### src/hw/idp_pkg.sv
// constants and types shared by the two-wire bus controller files
package idp_pkg;
    // ----------------------------------------------------------------
    // timing
    // ----------------------------------------------------------------
    localparam int CLK_NS = 10;
    localparam int SCL_LOW_NS = 5000;
    localparam int SCL_HIGH_NS = 5000;
    localparam int LOW_CYC = (SCL_LOW_NS + CLK_NS - 1) / CLK_NS;
    localparam int HIGH_CYC = (SCL_HIGH_NS + CLK_NS - 1) / CLK_NS;
    localparam int CNT_W = 10;
    localparam logic [CNT_W-1:0] LOW_CNT = CNT_W'(LOW_CYC - 1);
    localparam logic [CNT_W-1:0] HIGH_CNT = CNT_W'(HIGH_CYC - 1);
    localparam logic [CNT_W-1:0] DATA_CNT = CNT_W'(LOW_CYC / 2);
    // ----------------------------------------------------------------
    // register map (byte addresses)
    // ----------------------------------------------------------------
    localparam int ADDR_W = 4;
    localparam logic [ADDR_W-1:0] OFS_CTRL = 4'h0;
    localparam logic [ADDR_W-1:0] OFS_CMD = 4'h4;
    localparam logic [ADDR_W-1:0] OFS_STAT = 4'h8;
    localparam int CTRL_EN_BIT = 0;
    localparam logic CTRL_EN_RST = 1'h0;
    localparam int CMD_W = 13;
    localparam int CMD_START_BIT = 8;
    localparam int CMD_STOP_BIT = 9;
    localparam int CMD_READ_BIT = 10;
    localparam int CMD_NACK_BIT = 11;
    localparam int CMD_NOBYTE_BIT = 12;
    localparam int ST_BUSY = 0;
    localparam int ST_NACK = 1;
    localparam int ST_ARB = 2;
    localparam int ST_BUS = 3;
    localparam int ST_OWN = 4;
    localparam int ST_REJ = 5;
    localparam int ST_RX_LSB = 8;
    localparam logic [3:0] ACK_BIT = 4'h8;
    // ----------------------------------------------------------------
    // engine states
    // ----------------------------------------------------------------
    typedef enum logic [9:0] {
        S_IDLE = 10'h001,
        S_START = 10'h002,
        S_LOW = 10'h004,
        S_WAITH = 10'h008,
        S_HIGH = 10'h010,
        S_RS1 = 10'h020,
        S_RS2 = 10'h040,
        S_STOP1 = 10'h080,
        S_STOP2 = 10'h100,
        S_STOP3 = 10'h200
    } idp_state_type;
endpackage

### src/hw/idp_line_if.sv
// synchronised bus line view passed from the line sampler to the engine
`timescale 1ns/1ps
`default_nettype none
interface idp_line_if;
    logic sda_s;
    logic scl_s;
    logic start_det;
    logic stop_det;
    logic bus_busy;
    modport src (output sda_s, scl_s, start_det, stop_det, bus_busy);
    modport snk (input sda_s, scl_s, start_det, stop_det, bus_busy);
endinterface
`default_nettype wire

### src/hw/idp_line_sync.sv
// line sampler: two-flop synchronisers and start/stop detection
`timescale 1ns/1ps
`default_nettype none
module idp_line_sync
    import idp_pkg::*;
(
    // clock and reset
    input wire logic clk,
    input wire logic rst_n,
    // raw bus lines
    input wire logic sda_i,
    input wire logic scl_i,
    // synchronised view
    idp_line_if.src ln
);
    typedef struct packed {
        logic sda_m;
        logic scl_m;
        logic sda_s;
        logic scl_s;
        logic sda_p;
        logic scl_p;
        logic busy;
    } idp_sync_type;

    idp_sync_type s_r;
    idp_sync_type s_nxt;
    logic start_w;
    logic stop_w;

    // ----------------------------------------------------------------
    // edge detection on synchronised samples
    // ----------------------------------------------------------------
    assign start_w = s_r.scl_s && s_r.scl_p && s_r.sda_p && !s_r.sda_s;
    assign stop_w = s_r.scl_s && s_r.scl_p && !s_r.sda_p && s_r.sda_s;

    always_comb begin
        s_nxt = s_r;
        s_nxt.sda_m = sda_i;
        s_nxt.scl_m = scl_i;
        s_nxt.sda_s = s_r.sda_m;
        s_nxt.scl_s = s_r.scl_m;
        s_nxt.sda_p = s_r.sda_s;
        s_nxt.scl_p = s_r.scl_s;
        if (start_w) begin
            s_nxt.busy = 1'b1;
        end else if (stop_w) begin
            s_nxt.busy = 1'b0;
        end
    end

    always_ff @(posedge clk) begin
        if (!rst_n) begin
            s_r <= 7'h7E;
        end else begin
            s_r <= s_nxt;
        end
    end

    assign ln.sda_s = s_r.sda_s;
    assign ln.scl_s = s_r.scl_s;
    assign ln.start_det = start_w;
    assign ln.stop_det = stop_w;
    assign ln.bus_busy = s_r.busy;

    // ----------------------------------------------------------------
    // checks
    // ----------------------------------------------------------------
    a_busy_start: assert property (@(posedge clk) disable iff (!rst_n) start_w |=> s_r.busy)
        else $error("bus busy not set after start");
    a_busy_stop: assert property (@(posedge clk) disable iff (!rst_n) stop_w |=> !s_r.busy)
        else $error("bus busy not cleared after stop");
endmodule
`default_nettype wire

### src/hw/idp_ctrl.sv
// two-wire bus controller that addresses the device over its bus pins
//
// Our own choices: the register addresses and the Avalon-MM register port.
`timescale 1ns/1ps
`default_nettype none
module idp_ctrl
    import idp_pkg::*;
(
    // clock and reset
    input wire logic clk,
    input wire logic rst_n,
    // avalon-mm slave
    input wire logic [ADDR_W-1:0] avs_address,
    input wire logic avs_read,
    input wire logic avs_write,
    input wire logic [31:0] avs_writedata,
    output logic [31:0] avs_readdata,
    output logic avs_waitrequest,
    // bus lines, open drain
    input wire logic sda_i,
    output logic sda_o,
    output logic sda_oe,
    input wire logic scl_i,
    output logic scl_o,
    output logic scl_oe
);
    typedef struct packed {
        idp_state_type st;
        logic [CNT_W-1:0] cnt;
        logic [3:0] bit_n;
        logic [7:0] sh;
        logic samp;
        logic [CMD_W-1:0] cmd;
        logic cmd_pend;
        logic owner;
        logic scl_oe;
        logic sda_oe;
        logic nack;
        logic arb;
        logic rej;
        logic [7:0] rx;
        logic en;
        logic ack;
        logic [31:0] rdata;
    } idp_eng_type;

    idp_eng_type s_r;
    idp_eng_type s_nxt;
    idp_line_if ln ();
    logic lose;
    logic drv;
    logic rd;
    logic [31:0] stat_word;

    function automatic logic sel(input logic [ADDR_W-1:0] a, input logic [ADDR_W-1:0] ofs);
        sel = (a == ofs);
    endfunction

    idp_line_sync u_sync (
        .clk(clk),
        .rst_n(rst_n),
        .sda_i(sda_i),
        .scl_i(scl_i),
        .ln(ln)
    );

    // ----------------------------------------------------------------
    // status word
    // ----------------------------------------------------------------
    always_comb begin
        stat_word = 32'h0;
        stat_word[ST_BUSY] = (s_r.st != S_IDLE) || s_r.cmd_pend;
        stat_word[ST_NACK] = s_r.nack;
        stat_word[ST_ARB] = s_r.arb;
        stat_word[ST_BUS] = ln.bus_busy;
        stat_word[ST_OWN] = s_r.owner;
        stat_word[ST_REJ] = s_r.rej;
        stat_word[ST_RX_LSB +: 8] = s_r.rx;
    end

    assign rd = s_r.cmd[CMD_READ_BIT];
    // pull-down value for the current bit; nack on the last read byte
    assign drv = (s_r.bit_n < ACK_BIT) ? (!rd && !s_r.sh[7]) : (rd && !s_r.cmd[CMD_NACK_BIT]);

    // ----------------------------------------------------------------
    // next state
    // ----------------------------------------------------------------
    always_comb begin
        s_nxt = s_r;
        lose = 1'b0;
        s_nxt.ack = 1'b0;
        // register access: answer one cycle after the request
        if ((avs_read || avs_write) && !s_r.ack) begin
            s_nxt.ack = 1'b1;
            s_nxt.rdata = 32'h0;
            if (sel(avs_address, OFS_CTRL)) begin
                s_nxt.rdata[CTRL_EN_BIT] = s_r.en;
            end else if (sel(avs_address, OFS_STAT)) begin
                s_nxt.rdata = stat_word;
            end
        end
        if (avs_write && s_r.ack) begin
            if (sel(avs_address, OFS_CTRL)) begin
                s_nxt.en = avs_writedata[CTRL_EN_BIT];
            end
            if (sel(avs_address, OFS_CMD)) begin
                if (s_r.en && s_r.st == S_IDLE && !s_r.cmd_pend) begin
                    s_nxt.cmd_pend = 1'b1;
                    s_nxt.cmd = avs_writedata[CMD_W-1:0];
                end else begin
                    s_nxt.rej = 1'b1;
                end
            end
            if (sel(avs_address, OFS_STAT)) begin
                if (avs_writedata[ST_ARB]) begin
                    s_nxt.arb = 1'b0;
                end
                if (avs_writedata[ST_REJ]) begin
                    s_nxt.rej = 1'b0;
                end
            end
        end
        // bus engine
        unique case (s_r.st)
            S_IDLE: begin
                // between bytes the owner parks SCL low
                s_nxt.scl_oe = s_r.owner;
                if (s_r.cmd_pend) begin
                    s_nxt.cmd_pend = 1'b0;
                    if (s_r.cmd[CMD_START_BIT]) begin
                        if (s_r.owner) begin
                            s_nxt.st = S_RS1;
                            s_nxt.cnt = LOW_CNT;
                        end else if (ln.sda_s && ln.scl_s && !ln.bus_busy) begin
                            s_nxt.st = S_START;
                            s_nxt.sda_oe = 1'b1;
                            s_nxt.cnt = HIGH_CNT;
                        end else begin
                            lose = 1'b1;
                        end
                    end else if (!s_r.owner) begin
                        s_nxt.rej = 1'b1;
                    end else begin
                        s_nxt.scl_oe = 1'b1;
                        s_nxt.cnt = LOW_CNT;
                        s_nxt.bit_n = 4'h0;
                        s_nxt.sh = s_r.cmd[7:0];
                        if (s_r.cmd[CMD_NOBYTE_BIT]) begin
                            s_nxt.st = s_r.cmd[CMD_STOP_BIT] ? S_STOP1 : S_IDLE;
                        end else begin
                            s_nxt.st = S_LOW;
                        end
                    end
                end
            end
            S_START: begin
                s_nxt.sda_oe = 1'b1;
                if (s_r.cnt == '0) begin
                    // address byte follows the start
                    s_nxt.owner = 1'b1;
                    s_nxt.scl_oe = 1'b1;
                    s_nxt.cnt = LOW_CNT;
                    s_nxt.bit_n = 4'h0;
                    s_nxt.sh = s_r.cmd[7:0];
                    if (s_r.cmd[CMD_NOBYTE_BIT]) begin
                        s_nxt.st = s_r.cmd[CMD_STOP_BIT] ? S_STOP1 : S_IDLE;
                    end else begin
                        s_nxt.st = S_LOW;
                    end
                end else begin
                    s_nxt.cnt = s_r.cnt - 1'b1;
                end
            end
            S_LOW: begin
                s_nxt.scl_oe = 1'b1;
                if (s_r.cnt == DATA_CNT) begin
                    s_nxt.sda_oe = drv;
                end
                if (s_r.cnt == '0) begin
                    s_nxt.st = S_WAITH;
                    s_nxt.scl_oe = 1'b0;
                end else begin
                    s_nxt.cnt = s_r.cnt - 1'b1;
                end
            end
            S_WAITH: begin
                if (ln.scl_s) begin
                    s_nxt.st = S_HIGH;
                    s_nxt.cnt = HIGH_CNT;
                    s_nxt.samp = ln.sda_s;
                end
            end
            S_HIGH: begin
                if (!rd && s_r.bit_n < ACK_BIT && !s_r.sda_oe && !ln.sda_s) begin
                    lose = 1'b1;
                end else if (!ln.scl_s || s_r.cnt == '0) begin
                    // shortest high period ends the bit
                    s_nxt.scl_oe = 1'b1;
                    s_nxt.cnt = LOW_CNT;
                    s_nxt.sh = {s_r.sh[6:0], s_r.samp};
                    if (s_r.bit_n == ACK_BIT) begin
                        s_nxt.bit_n = 4'h0;
                        if (rd) begin
                            s_nxt.rx = s_r.sh;
                        end else begin
                            s_nxt.nack = s_r.samp;
                        end
                        s_nxt.st = s_r.cmd[CMD_STOP_BIT] ? S_STOP1 : S_IDLE;
                    end else begin
                        s_nxt.bit_n = s_r.bit_n + 4'h1;
                        s_nxt.st = S_LOW;
                    end
                end else begin
                    s_nxt.cnt = s_r.cnt - 1'b1;
                end
            end
            S_RS1: begin
                s_nxt.scl_oe = 1'b1;
                if (s_r.cnt == DATA_CNT) begin
                    s_nxt.sda_oe = 1'b0;
                end
                if (s_r.cnt == '0) begin
                    s_nxt.st = S_RS2;
                    s_nxt.scl_oe = 1'b0;
                    s_nxt.cnt = HIGH_CNT;
                end else begin
                    s_nxt.cnt = s_r.cnt - 1'b1;
                end
            end
            S_RS2: begin
                if (!ln.scl_s) begin
                    s_nxt.cnt = HIGH_CNT;
                end else if (s_r.cnt == '0) begin
                    if (!ln.sda_s) begin
                        lose = 1'b1;
                    end else begin
                        s_nxt.st = S_START;
                        s_nxt.sda_oe = 1'b1;
                        s_nxt.cnt = HIGH_CNT;
                    end
                end else begin
                    s_nxt.cnt = s_r.cnt - 1'b1;
                end
            end
            S_STOP1: begin
                s_nxt.scl_oe = 1'b1;
                if (s_r.cnt == DATA_CNT) begin
                    s_nxt.sda_oe = 1'b1;
                end
                if (s_r.cnt == '0) begin
                    s_nxt.st = S_STOP2;
                    s_nxt.scl_oe = 1'b0;
                    s_nxt.cnt = HIGH_CNT;
                end else begin
                    s_nxt.cnt = s_r.cnt - 1'b1;
                end
            end
            S_STOP2: begin
                if (!ln.scl_s) begin
                    s_nxt.cnt = HIGH_CNT;
                end else if (s_r.cnt == '0) begin
                    s_nxt.st = S_STOP3;
                    s_nxt.sda_oe = 1'b0;
                    s_nxt.owner = 1'b0;
                    s_nxt.cnt = HIGH_CNT;
                end else begin
                    s_nxt.cnt = s_r.cnt - 1'b1;
                end
            end
            S_STOP3: begin
                if (s_r.cnt == '0) begin
                    s_nxt.st = S_IDLE;
                end else begin
                    s_nxt.cnt = s_r.cnt - 1'b1;
                end
            end
            default: begin
                s_nxt.st = S_IDLE;
            end
        endcase
        // a stop we did not make means the bus was taken
        if (s_r.owner && ln.stop_det) begin
            lose = 1'b1;
        end
        if (lose) begin
            s_nxt.arb = 1'b1;
            s_nxt.st = S_IDLE;
            s_nxt.sda_oe = 1'b0;
            s_nxt.scl_oe = 1'b0;
            s_nxt.owner = 1'b0;
        end
        if (!s_r.en) begin
            s_nxt.st = S_IDLE;
            s_nxt.sda_oe = 1'b0;
            s_nxt.scl_oe = 1'b0;
            s_nxt.owner = 1'b0;
            s_nxt.cmd_pend = 1'b0;
        end
    end

    always_ff @(posedge clk) begin
        if (!rst_n) begin
            s_r <= '0;
            s_r.st <= S_IDLE;
            s_r.en <= CTRL_EN_RST;
        end else begin
            s_r <= s_nxt;
        end
    end

    // ----------------------------------------------------------------
    // outputs
    // ----------------------------------------------------------------
    assign avs_waitrequest = (avs_read || avs_write) && !s_r.ack;
    assign avs_readdata = s_r.rdata;
    assign sda_o = 1'b0;
    assign scl_o = 1'b0;
    assign sda_oe = s_r.sda_oe;
    assign scl_oe = s_r.scl_oe;

    // ----------------------------------------------------------------
    // checks
    // ----------------------------------------------------------------
    a_start_free: assert property (@(posedge clk) disable iff (!rst_n)
        (s_r.st == S_IDLE && s_nxt.st == S_START) |-> (ln.sda_s && ln.scl_s && !ln.bus_busy))
        else $error("start issued on a busy bus");
    a_sda_scl_low: assert property (@(posedge clk) disable iff (!rst_n)
        ((s_r.st == S_LOW || s_r.st == S_HIGH || s_r.st == S_WAITH) && s_r.en && !lose
            && s_nxt.sda_oe != s_r.sda_oe) |-> (s_r.st == S_LOW && s_r.scl_oe))
        else $error("sda moved while scl released");
    a_hold_low: assert property (@(posedge clk) disable iff (!rst_n)
        (s_r.st == S_LOW) |-> s_r.scl_oe)
        else $error("scl not held low in low period");
    a_wait_scl: assert property (@(posedge clk) disable iff (!rst_n)
        (s_r.st == S_WAITH && !ln.scl_s && s_r.en && !lose) |=> (s_r.st == S_WAITH && !s_r.scl_oe))
        else $error("stretched scl not waited for");
    a_nine_bits: assert property (@(posedge clk) disable iff (!rst_n)
        (s_r.st == S_HIGH) |-> (s_r.bit_n <= ACK_BIT))
        else $error("more than nine clocks in a byte");
    a_addr_first: assert property (@(posedge clk) disable iff (!rst_n)
        (s_r.st == S_START && s_nxt.st == S_LOW) |=> (s_r.bit_n == 4'h0 && s_r.sh == $past(s_r.cmd[7:0])))
        else $error("address byte not loaded after start");
    a_stop_edge: assert property (@(posedge clk) disable iff (!rst_n)
        (s_r.st == S_STOP2 && s_nxt.st == S_STOP3) |=> (s_r.st == S_STOP3 && !s_r.sda_oe && !s_r.scl_oe))
        else $error("stop not a release of sda with scl high");
    a_rs_owner: assert property (@(posedge clk) disable iff (!rst_n)
        (s_r.st == S_RS1) |-> (s_r.owner && s_r.scl_oe))
        else $error("repeated start without owning the bus");
    a_bus_answer: assert property (@(posedge clk) disable iff (!rst_n)
        (avs_read || avs_write) |-> ##[0:1] !avs_waitrequest)
        else $error("register access not answered in time");
endmodule
`default_nettype wire

### config.mk
export PLATFORM = sky130hd
export DESIGN_NAME = idp_ctrl
export DESIGN_NICKNAME = d
export VERILOG_FILES = /design/src/hw/idp_pkg.sv /design/src/hw/idp_line_if.sv /design/src/hw/idp_line_sync.sv /design/src/hw/idp_ctrl.sv
export SDC_FILE = /design/constraint.sdc
export NUM_CORES = 1
export LEC_CHECK = 0
export ABC_CLOCK_PERIOD_IN_PS = 6600
export BUFFER_PORTS_ARGS = -buffer_cell sky130_fd_sc_hd__clkbuf_2
export CAP_MARGIN = 15
export CORE_MARGIN = 3
export CORE_UTILIZATION = 49
export DETAILED_ROUTE_END_ITERATION = 16
export PLACE_DENSITY = 0.71
export RECOVER_POWER = 100
export SYNTH_ARGS = -nofsm -noshare
export SYNTH_HDL_FRONTEND = slang
export SYNTH_SLANG_ARGS = --single-unit
### constraint.sdc
create_clock -name clk -period 6.6 [get_ports clk]
set_input_delay 1.32 -clock clk [delete_from_list [all_inputs] [get_ports clk]]
set_output_delay 1.32 -clock clk [all_outputs]
set_load 0.05 [all_outputs]
==> results of run 1 <==
## registers in the layout, indices dropped and copies added (netlist names)
| register | flops |
|---|---|
| u_sync.s_nxt | 2 |
| scl_oe | 1 |
| avs_readdata | 14 |
| u_sync.ln.bus_busy | 1 |
| s_r | 60 |
| u_sync.ln.scl_s | 1 |
| u_sync.ln.sda_s | 1 |
| u_sync.s_r | 2 |
| sda_oe | 1 |
| rd | 1 |
## Yosys cell counts (all sizes together), types with 6 or more instances
cell / count / area share
dfxtp: 84 / 0.38
nor2: 75 / 0.064
nand2: 54 / 0.045
buf: 47 / 0.074
clkbuf: 26 / 0.022
mux2i: 25 / 0.056
a21oi: 19 / 0.021
nor4: 16 / 0.027
nand3: 15 / 0.017
o21ai: 15 / 0.017
a22oi: 13 / 0.022
inv: 13 / 0.011
nor3: 12 / 0.013
a211oi: 11 / 0.022
a311oi: 9 / 0.019
nand2b: 8 / 0.011
nand4: 8 / 0.011
a31oi: 6 / 0.012
or4: 6 / 0.011
## critical path, delay by kind of cell
family,cells,cell delay (ps)
simple gates,2,460
buf+inv,3,680
## power groups by stage
stage	registers, mW	logic [mW]	clock network, mW
floorplan	0.521	0.0525	0
global placement	0.523	0.0525	0
detailed placement	0.523	0.0529	0
CTS	0.511	0.0530	0.369
global route	0.512	0.0570	0.391
finish	0.511	0.0529	0.362
## through the flow
step	hold slack, ps	std cells	instance area, um2
floorplan	386	557	4540
global placement	394	633	4460
detailed placement	395	633	4460
CTS	420	649	4660
global route	450	649	4620
finish	420	649	4620
## cell type report
cell class | count | area (um2) | share of cell area
multi-input combinational | 387 | 2370 | 0.514
inverter | 13 | 48.8 | 0.0106
tap | 108 | 135 | 0.0292
timing repair buffer | 41 | 180 | 0.0390
sequential | 84 | 1680 | 0.364
clock buffer | 9 | 124 | 0.0268
clock inverter | 7 | 76.3 | 0.0165
## worst max-delay path by stage
stage | start | to | slack, ps
2_1_floorplan | avs_write | avs_waitrequest | 3180
3_3_place_gp | avs_write | avs_waitrequest | 3030
3_5_place_dp | avs_write | avs_waitrequest | 3020
4_1_cts | avs_write | avs_waitrequest | 3020
5_1_grt | s_r[91]$_SDFFE_PP0P_ | s_r[67]$_SDFFE_PN0P_ | 2660
6_report | avs_write | avs_waitrequest | 2820
## cells by family (layout without fill, tap and decap cells)
| family | count (synthesis) | in the layout | synth area share |
|---|---|---|---|
| fa+ha+maj | 5 | 5 | 0.0140 |
| flops | 84 | 84 | 0.377 |
| xor+xnor | 4 | 4 | 0.00784 |
| simple gates | 227 | 227 | 0.259 |
| other cells | 1 | 20 | 0.000840 |
| compound gates | 106 | 106 | 0.179 |
| buf+inv | 86 | 70 | 0.106 |
| mux | 25 | 25 | 0.0560 |
## layer usage
metal	global-route usage	vias to the layer above	wire, um
met5	0	-	0
met4	0.0593	0	188
met3	0.0337	18	599
met2	0.311	145	4680
met1	0.308	1784	5040
li1	-	1893	-
==> flow_summary.json, run 1 <==
{
  "mostFrequentLayoutCells": "dfxtp_1, nor2_1, nand2_1",
  "final_common_cell": "dfxtp_1",
  "grtUsageTotal": 0.208,
  "nFillCells": 827,
  "ios": 79,
  "diodes": 0,
  "drt_first_pass_iters": 5,
  "ys_ff_latch": 84,
  "intPower_uw": 667,
  "crit_path_end_kind": "primary output",
  "drv_cap": 1,
  "port_buffers": 39,
  "seq_power_share": 0.552,
  "rsz0062_at_grt": "false",
  "yosys_most_used_dff": "dfxtp_1",
  "grt_pass1_wl_um": 17100,
  "layout-drive-gt1-share": 0.0980,
  "powerDensity_nw_per_um2": 201,
  "r2r_start": "s_r[91]$_SDFFE_PP0P_",
  "seq_area_frac_synth": 0.377,
  "leakagePower_nw": 1.86,
  "cts_made_buffers": 9,
  "async_flop_share": 0,
  "cpPeakStageDelay_ps": 470,
  "grt_max_degree": 55,
  "worst_pin_slew_ps": 1610,
  "outcome": "finished, violations left",
  "reg2reg_slack_ps": 3020,
  "clockBufferDepth": 2,
  "hold_violations": 0,
  "synthToLayoutAreaGrowth_pct": 3.47,
  "finClkSkew_ps": 13.9,
  "ff2ff_path_depth": 8,
  "p_sw_uw": 259,
  "violations": "capacitance limit, slew limit",
  "min_period_ps": 3780,
  "place.detailed.hpwl_um": 7450,
  "start_util": 0.507,
  "cpMaxStageDelayCell": "clkbuf_1",
  "synthCells": 538,
  "wl_um": 10500,
  "fmax_ghz": 0.264,
  "wire_per_inst_um": 16.2,
  "utilization": 0.525,
  "finalNetCount": 583,
  "setup_ws_ps": 2820,
  "grt-ovfl-total": 0,
  "hold_buffers": 0,
  "crit_path_cell_trace": "clkbuf_2, nor2_1, or2_2, inv_1, clkbuf_1",
  "tns_ps": 0,
  "whs_endpoint": "u_sync.ln.scl_s$_SDFF_PN1_",
  "drt_iter0_markers": 289,
  "ant_nets": 0,
  "drv_slew": 55,
  "p_clk_frac": 0.391,
  "viasPerCell": 5.92,
  "rr_endpoint": "s_r[74]$_SDFFE_PN0P_",
  "holdCritPathClass": "register to register",
  "clk_pin_slew_ps": 100,
  "cts_resized": 0,
  "critical_path_class": "input port to primary output",
  "yosysWarningCount": 0,
  "core_area_um2": 8810,
  "cts.sinks": 84,
  "dp_slack_ps": 3020,
  "worstSkewPairLatency_ps": 360,
  "relSlewSlack": -0.0743,
  "cts_setup_buffers": 0,
  "cp_max_fo": 17,
  "crit_arrival_ps": 2460,
  "pwr-share-comb": 0.057,
  "h-tree-depth": 3,
  "synth.avg_cell_area_um2": 8.30,
  "drc": 0,
  "die_w_um": 101,
  "die_area_um2": 10300,
  "die_h_um": 101,
  "cp.required_ps": 5280,
  "vdd_drop_max_mv": 0.145,
  "hold_depth": 1,
  "cts_tree": "built",
  "clockRootBuffer": "clkbuf_8",
  "antenna_found_initial": 0,
  "vias": 3840,
  "grt_pass1_vias": 3338,
  "setup_violations": 0,
  "gp_congestion": 0.905,
  "core.rowCount": 34,
  "hp-start": "u_sync.s_nxt[3]$_SDFF_PN1_",
  "startpoint_type": "input port",
  "syn_area_um2": 4470,
  "period_share": 0.573,
  "swShare": 0.280,
  "synth_edf_count": 0,
  "power_uw": 926,
  "ys_types": 66
}
Power figures use the tool's default switching activity.
==> run 2: changes to the inputs <==
- ABC_AREA: not set -> 1
- ABC_CLOCK_PERIOD_IN_PS: 6600 -> 3700
- clock period: 6.6 -> 3.7 ns (I/O delays scaled with it)
==> run 2 against run 1 <==
Effect of this change:
- synthesized area is 12% higher
- clock power is 110% higher
- via count is 16% higher
- worst setup slack worse by 2000 ps
- first-iteration DRC count is 13% lower
- largest cell class unchanged
- the flow still finishes with violations (capacitance limit, slew limit)
- cell count is 35% higher
- final area is 14% higher
- hold slack better by 10 ps
==> flow_summary.json, run 2 <==
{
  "cts_setup_buffers": 0,
  "ios": 79,
  "seq_area_frac_synth": 0.335,
  "worstSkewPairLatency_ps": 360,
  "clk_pin_slew_ps": 90,
  "gp_congestion": 0.945,
  "vdd_drop_max_mv": 0.169,
  "p_clk_frac": 0.415,
  "synth_compound_area_frac": 0.119,
  "outcome": "finished, violations left",
  "core_area_um2": 9860,
  "rsz0062_at_grt": "false",
  "relSlewSlack": -0.0120,
  "crit_arrival_ps": 3190,
  "powerDensity_nw_per_um2": 353,
  "synth_xor_xnor_area_share": 0.00699,
  "die_h_um": 107,
  "ant_nets": 0,
  "leakagePower_nw": 2.44,
  "yosys.area.top_type_share": 0.335,
  "h-tree-depth": 3,
  "startpoint_type": "input port",
  "cpPeakStageDelay_ps": 1170,
  "grt_max_degree": 40,
  "die_w_um": 107,
  "hold_violations": 0,
  "grt-ovfl-total": 0,
  "synth_edf_count": 0,
  "drv_slew": 40,
  "final_common_cell": "nand2_1",
  "vias": 4461,
  "synth-simple-area-share": 0.390,
  "grtUsageTotal": 0.202,
  "drt_first_pass_iters": 5,
  "cts_made_buffers": 9,
  "syn_area_um2": 5010,
  "critical_path_class": "input port to register",
  "die_area_um2": 11500,
  "place_area_um2": 5120,
  "pwr-share-comb": 0.087,
  "fmax_ghz": 0.345,
  "layout-drive-gt1-share": 0.151,
  "ys_ff_latch": 84,
  "mostFrequentLayoutCells": "nand2_1, nor2_1, dfxtp_1",
  "finClkSkew_ps": 10.4,
  "drv_cap": 1,
  "synthToLayoutAreaGrowth_pct": 5.37,
  "wire_per_inst_um": 12.9,
  "wl_um": 11400,
  "clockRootBuffer": "clkbuf_8",
  "nFillCells": 1003,
  "clockBufferDepth": 2,
  "cts_tree": "built",
  "core.rowCount": 36,
  "cp.required_ps": 3990,
  "start_util": 0.508,
  "tns_ps": 0,
  "min_period_ps": 2900,
  "antenna_found_initial": 0,
  "cts_resized": 0,
  "multi_input_area_um2": 2690,
  "drt_iter0_markers": 250,
  "top_register": "s_r",
  "synth.largest_area_cell": "dfxtp_1",
  "holdCritPathClass": "register to register",
  "synth_top_family_by_area": "simple AND/OR/NAND/NOR gates",
  "ys_types": 40,
  "p_sw_uw": 520,
  "critPathMostFrequentCell": "clkbuf_1",
  "finalInstanceArea_um2": 5280,
  "crit_path_end_kind": "register",
  "diodes": 0,
  "period_share": 0.783,
  "async_flop_share": 0,
  "synth.area.mux_share": 0,
  "grt_pass1_wl_um": 18700,
  "synth.avg_cell_area_um2": 6.95,
  "cts.sinks": 84,
  "setup_ws_ps": 803,
  "setup_violations": 0,
  "place.detailed.hpwl_um": 8550,
  "synth.most_common_cell": "nand2_1",
  "worst_pin_slew_ps": 1520,
  "hold_buffers": 0,
  "swShare": 0.279,
  "grt_pass1_vias": 4081,
  "intPower_mw": 1.34,
  "finalNetCount": 788,
  "ff_latch_area_um2": 1680,
  "synth_common_cells": "nand2_1, nor2_1, dfxtp_1",
  "largest_reg_flops": 60,
  "synthCells": 721,
  "port_buffers": 39,
  "synthTopCellsByArea": "dfxtp_1, nand2_1, nor2_1",
  "crit_path_cell_trace": "clkbuf_1, clkbuf_1, o21ai_0, a21oi_1",
  "yosys_most_used_dff": "dfxtp_1",
  "cp_max_fo": 39,
  "cpMaxStageDelayCell": "clkbuf_1",
  "drc": 0,
  "synthAdderAreaFrac": 0.0125,
  "dp_slack_ps": 1410,
  "violations": "capacitance limit, slew limit",
  "yosysWarningCount": 0,
  "viasPerCell": 5.08,
  "seq_power_share": 0.498
}
==> run 2: cell types whose count changed in the layout (fill, tap and decap cells not counted), moves of 25 or more <==
cell | before | now
o21ai_0 | 13 | 50
inv_1 | 13 | 72
nand2_1 | 54 | 141
mux2i_1 | 25 | 0
nor2_1 | 74 | 121
nand3_1 | 15 | 42
==> run 2: power by group through the flow <==
stage          Clock (mW)  Sequential [mW]  Combinational, mW
5_1_grt             0.820            0.929              0.175
3_5_place_dp            0            0.948              0.164
4_1_cts             0.787            0.927              0.164
6_report            0.773            0.927              0.162
3_3_place_gp            0            0.947              0.163
2_1_floorplan           0            0.945              0.161
==> run 2: cells by family (layout without fill, tap and decap cells) <==
kind of cell               Yosys count  in the layout
other                                1             20
xor gates and xnor gates             4              4
adders and majority gates            5              5
and+or+nand+nor                    385            385
AOI/OAI and AO/OA                  107            107
buffers and inverters              135            141
DFF                                 84             84
==> run 2: final timing paths <==
check,startpoint,to,slack [ps],cells after the start
setup / recovery,rst_n,avs_readdata[12]$_SDFFE_PN0P_,800,4
hold / removal,u_sync.s_nxt[3]$_SDFF_PN1_,u_sync.ln.scl_s$_SDFF_PN1_,430,1
setup reg to reg,s_r[75]$_SDFFE_PN0P_,s_r[67]$_SDFFE_PN0P_,950,12
hold reg to reg,u_sync.s_nxt[3]$_SDFF_PN1_,u_sync.ln.scl_s$_SDFF_PN1_,430,1
==> run 2: cell type report <==
class                      instances  share of cell area
timing repair buffer              42              0.0362
sequential                        84               0.318
inverter                          83              0.0604
clock inverter                     7              0.0199
tap                              133              0.0315
clock buffer                       9              0.0235
multi-input combinational        521               0.510
==> run 2: worst max-delay path: cells and delay by family <==
family / cells / cell delay [ps]
buffers and inverters: 2 / 1920
AO/OA/AOI/OAI: 2 / 510
==> run 2: stage by stage <==
stage               power [mW]  hold slack [ps]   util  std cells
floorplan                 1.11              393      -        740
global placement          1.11              400  0.519        863
detailed placement        1.11              401  0.519        863
CTS                       1.88              430  0.542        879
global route              1.92              434  0.535        879
finish                    1.86              430  0.535        879
==> run 2: layer usage <==
metal,GRT usage,wire length [um]
met1,0.251,5110
met4,0.0877,253
met2,0.342,5490
met5,0,0
met3,0.0355,512
==> run 3: changes to the inputs <==
- ABC_AREA: 1 -> 0
- ABC_CLOCK_PERIOD_IN_PS: 3700 -> 2440
- PLACE_DENSITY: 0.71 -> 0.74
- clock period: 3.7 -> 2.44 ns (I/O delays scaled with it)
==> run 3 against run 2 <==
Effect of this change:
- the flow finishes with violations (setup timing)
- cell count down 18%
- die area down 10%
- combinational power down 6%
- first-iteration DRC count up 34%
- sequential power up 49%
- hold slack worse by 120 ps
- global-route usage up 2.8 points
- via count down 5.6%
==> flow_summary.json, run 3 (synthesis gave the netlist of run 1 again) <==
{
  "power_mw": 2.45,
  "finClkSkew_ps": 11.6,
  "rr_endpoint": "s_r[92]$_SDFFE_PP0P_",
  "crit_family": "simple AND/OR/NAND/NOR gates",
  "ant_nets": 0,
  "cpPeakStageDelay_ps": 540,
  "final_common_cell": "dfxtp_1",
  "core.rowCount": 34,
  "worstSkewPairLatency_ps": 360,
  "hold_buffers": 0,
  "worst_pin_slew_ps": 641,
  "utilization": 0.592,
  "period_share": 1.00,
  "crit_path_end_kind": "register",
  "finalNetCount": 652,
  "critPathBufInv": 3,
  "critPathMostFrequentCell": "or4_4",
  "finalInstanceArea_um2": 5210,
  "relSlewSlack": 0.572,
  "hold_violations": 0,
  "cpMaxStageDelayCell": "or4_4",
  "wl_um": 11800,
  "core_area_um2": 8810,
  "hold_depth": 2,
  "antenna_found_initial": 0,
  "place.detailed.hpwl_um": 8490,
  "r2r_start": "s_r[86]$_SDFFE_PP0P_",
  "grt_max_degree": 36,
  "top_register": "s_r",
  "start_util": 0.507,
  "die_area_um2": 10300,
  "vdd_drop_max_mv": 0.297,
  "die_w_um": 101,
  "diodes": 0,
  "violations": "setup timing",
  "rsz0062_at_grt": "true",
  "cts_made_buffers": 9,
  "port_buffers": 39,
  "cts_tree": "built",
  "min_period_ps": 2450,
  "fin_cells": 717,
  "wire_per_inst_um": 16.5,
  "holdCritPathClass": "input port to register",
  "die_h_um": 101,
  "grt-ovfl-total": 0,
  "setup_ws_ps": -11.7,
  "grt_pass1_vias": 3865,
  "gp_congestion": 0.974,
  "drv_slew": 0,
  "outcome": "finished, violations left",
  "h-tree-depth": 3,
  "clockBufferDepth": 2,
  "crit_arrival_ps": 2700,
  "mostFrequentLayoutCells": "dfxtp_1, nor2_1, buf_4",
  "grt_pass1_wl_um": 19000,
  "cp_max_fo": 9,
  "setup_violations": 2,
  "drv_cap": 0,
  "reg2reg_slack_ps": -10,
  "whs_ps": 314,
  "placed_cells": 699,
  "vias": 4209,
  "cts.sinks": 84,
  "clockRootBuffer": "clkbuf_8",
  "drt_first_pass_iters": 5,
  "leakagePower_nw": 2.19,
  "largest_reg_flops": 60,
  "synthToLayoutAreaGrowth_pct": 16.8,
  "fmax_ghz": 0.408,
  "powerDensity_nw_per_um2": 469,
  "whs_endpoint": "u_sync.s_nxt[3]$_SDFF_PN1_",
  "cp.required_ps": 2690,
  "crit_path_cell_trace": "buf_12, or4_4, nor4b_2, clkbuf_1, and4b_1, or4_4, buf_4, a211oi_2, a41o_1",
  "ff2ff_path_depth": 9,
  "critical_path_class": "register to register",
  "drt_iter0_markers": 336,
  "place_area_um2": 4990,
  "clk_pin_slew_ps": 100,
  "hp-start": "scl_i",
  "viasPerCell": 5.87,
  "ios": 79,
  "drc": 0,
  "startpoint_type": "register",
  "grtUsageTotal": 0.230,
  "nFillCells": 782,
  "layout-drive-gt1-share": 0.223
}
-- run 3: how the worst max path moves through the flow --
stage | endpoint | cells after the start | from
2_1_floorplan | s_r[92]$_SDFFE_PP0P_ | 8 | s_r[94]$_SDFFE_PP0P_
3_3_place_gp | s_r[92]$_SDFFE_PP0P_ | 9 | s_r[90]$_SDFFE_PP0P_
3_5_place_dp | s_r[83]$_SDFFE_PN0P_ | 6 | s_r[87]$_SDFFE_PP0P_
5_1_grt | s_r[83]$_SDFFE_PN0P_ | 6 | s_r[94]$_SDFFE_PP0P_
6_report | s_r[92]$_SDFFE_PP0P_ | 9 | s_r[86]$_SDFFE_PP0P_
4_1_cts | s_r[78]$_SDFFE_PN0P_ | 7 | s_r[94]$_SDFFE_PP0P_
-- run 3: final cells by class --
type	instances	area, um2	share of cell area
clock buffers	9	124	0.0238
clock inverters	6	48.8	0.00936
inverters	13	48.8	0.00936
multi-input cells	388	2460	0.473
flip-flops and latches	84	1690	0.323
well taps	108	135	0.0259
repair buffers	109	706	0.135
-- run 3: what timing repair did --
item / in CTS / in global routing
gates resized for setup: 9 / 13
cloned: 0 / 1
endpoints found under the setup margin: 25 / 33
setup buffers: 1 / 1
pin swaps: 2 / 4
-- run 3: routing by layer --
layer / part of all wire / vias to the layer above / global-route usage
met5: 0 / - / 0
met4: 0.027 / 0 / 0.0757
met3: 0.069 / 45 / 0.0275
met2: 0.47 / 181 / 0.370
met1: 0.44 / 1967 / 0.322
li1: - / 2016 / -
-- run 3: power by group --
group | total [mW] | internal [mW] | switching [mW] | leakage (nW)
clock | 0.916 | 0.373 | 0.543 | 0.0783
combinational | 0.152 | 0.0275 | 0.125 | 1.43
sequential | 1.38 | 1.38 | 0.00344 | 0.680
-- run 3: per-stage QoR --
stage	setup WS [ps]	TNS [ps]
floorplan	14.2	0
global placement	-43.3	-184
detailed placement	-119	-1050
CTS	-1.84	-1.84
global route	-64.6	-737
finish	-11.7	-18.1
-- run 3: worst reg2reg max path, stage by stage (launching register included) --
cell	delay, ps
dfxtp_1	380
buf_12	160
or4_4	540
nor4b_2	220
clkbuf_1	170
and4b_1	270
or4_4	160
buf_4	160
a211oi_2	50
a41o_1	220
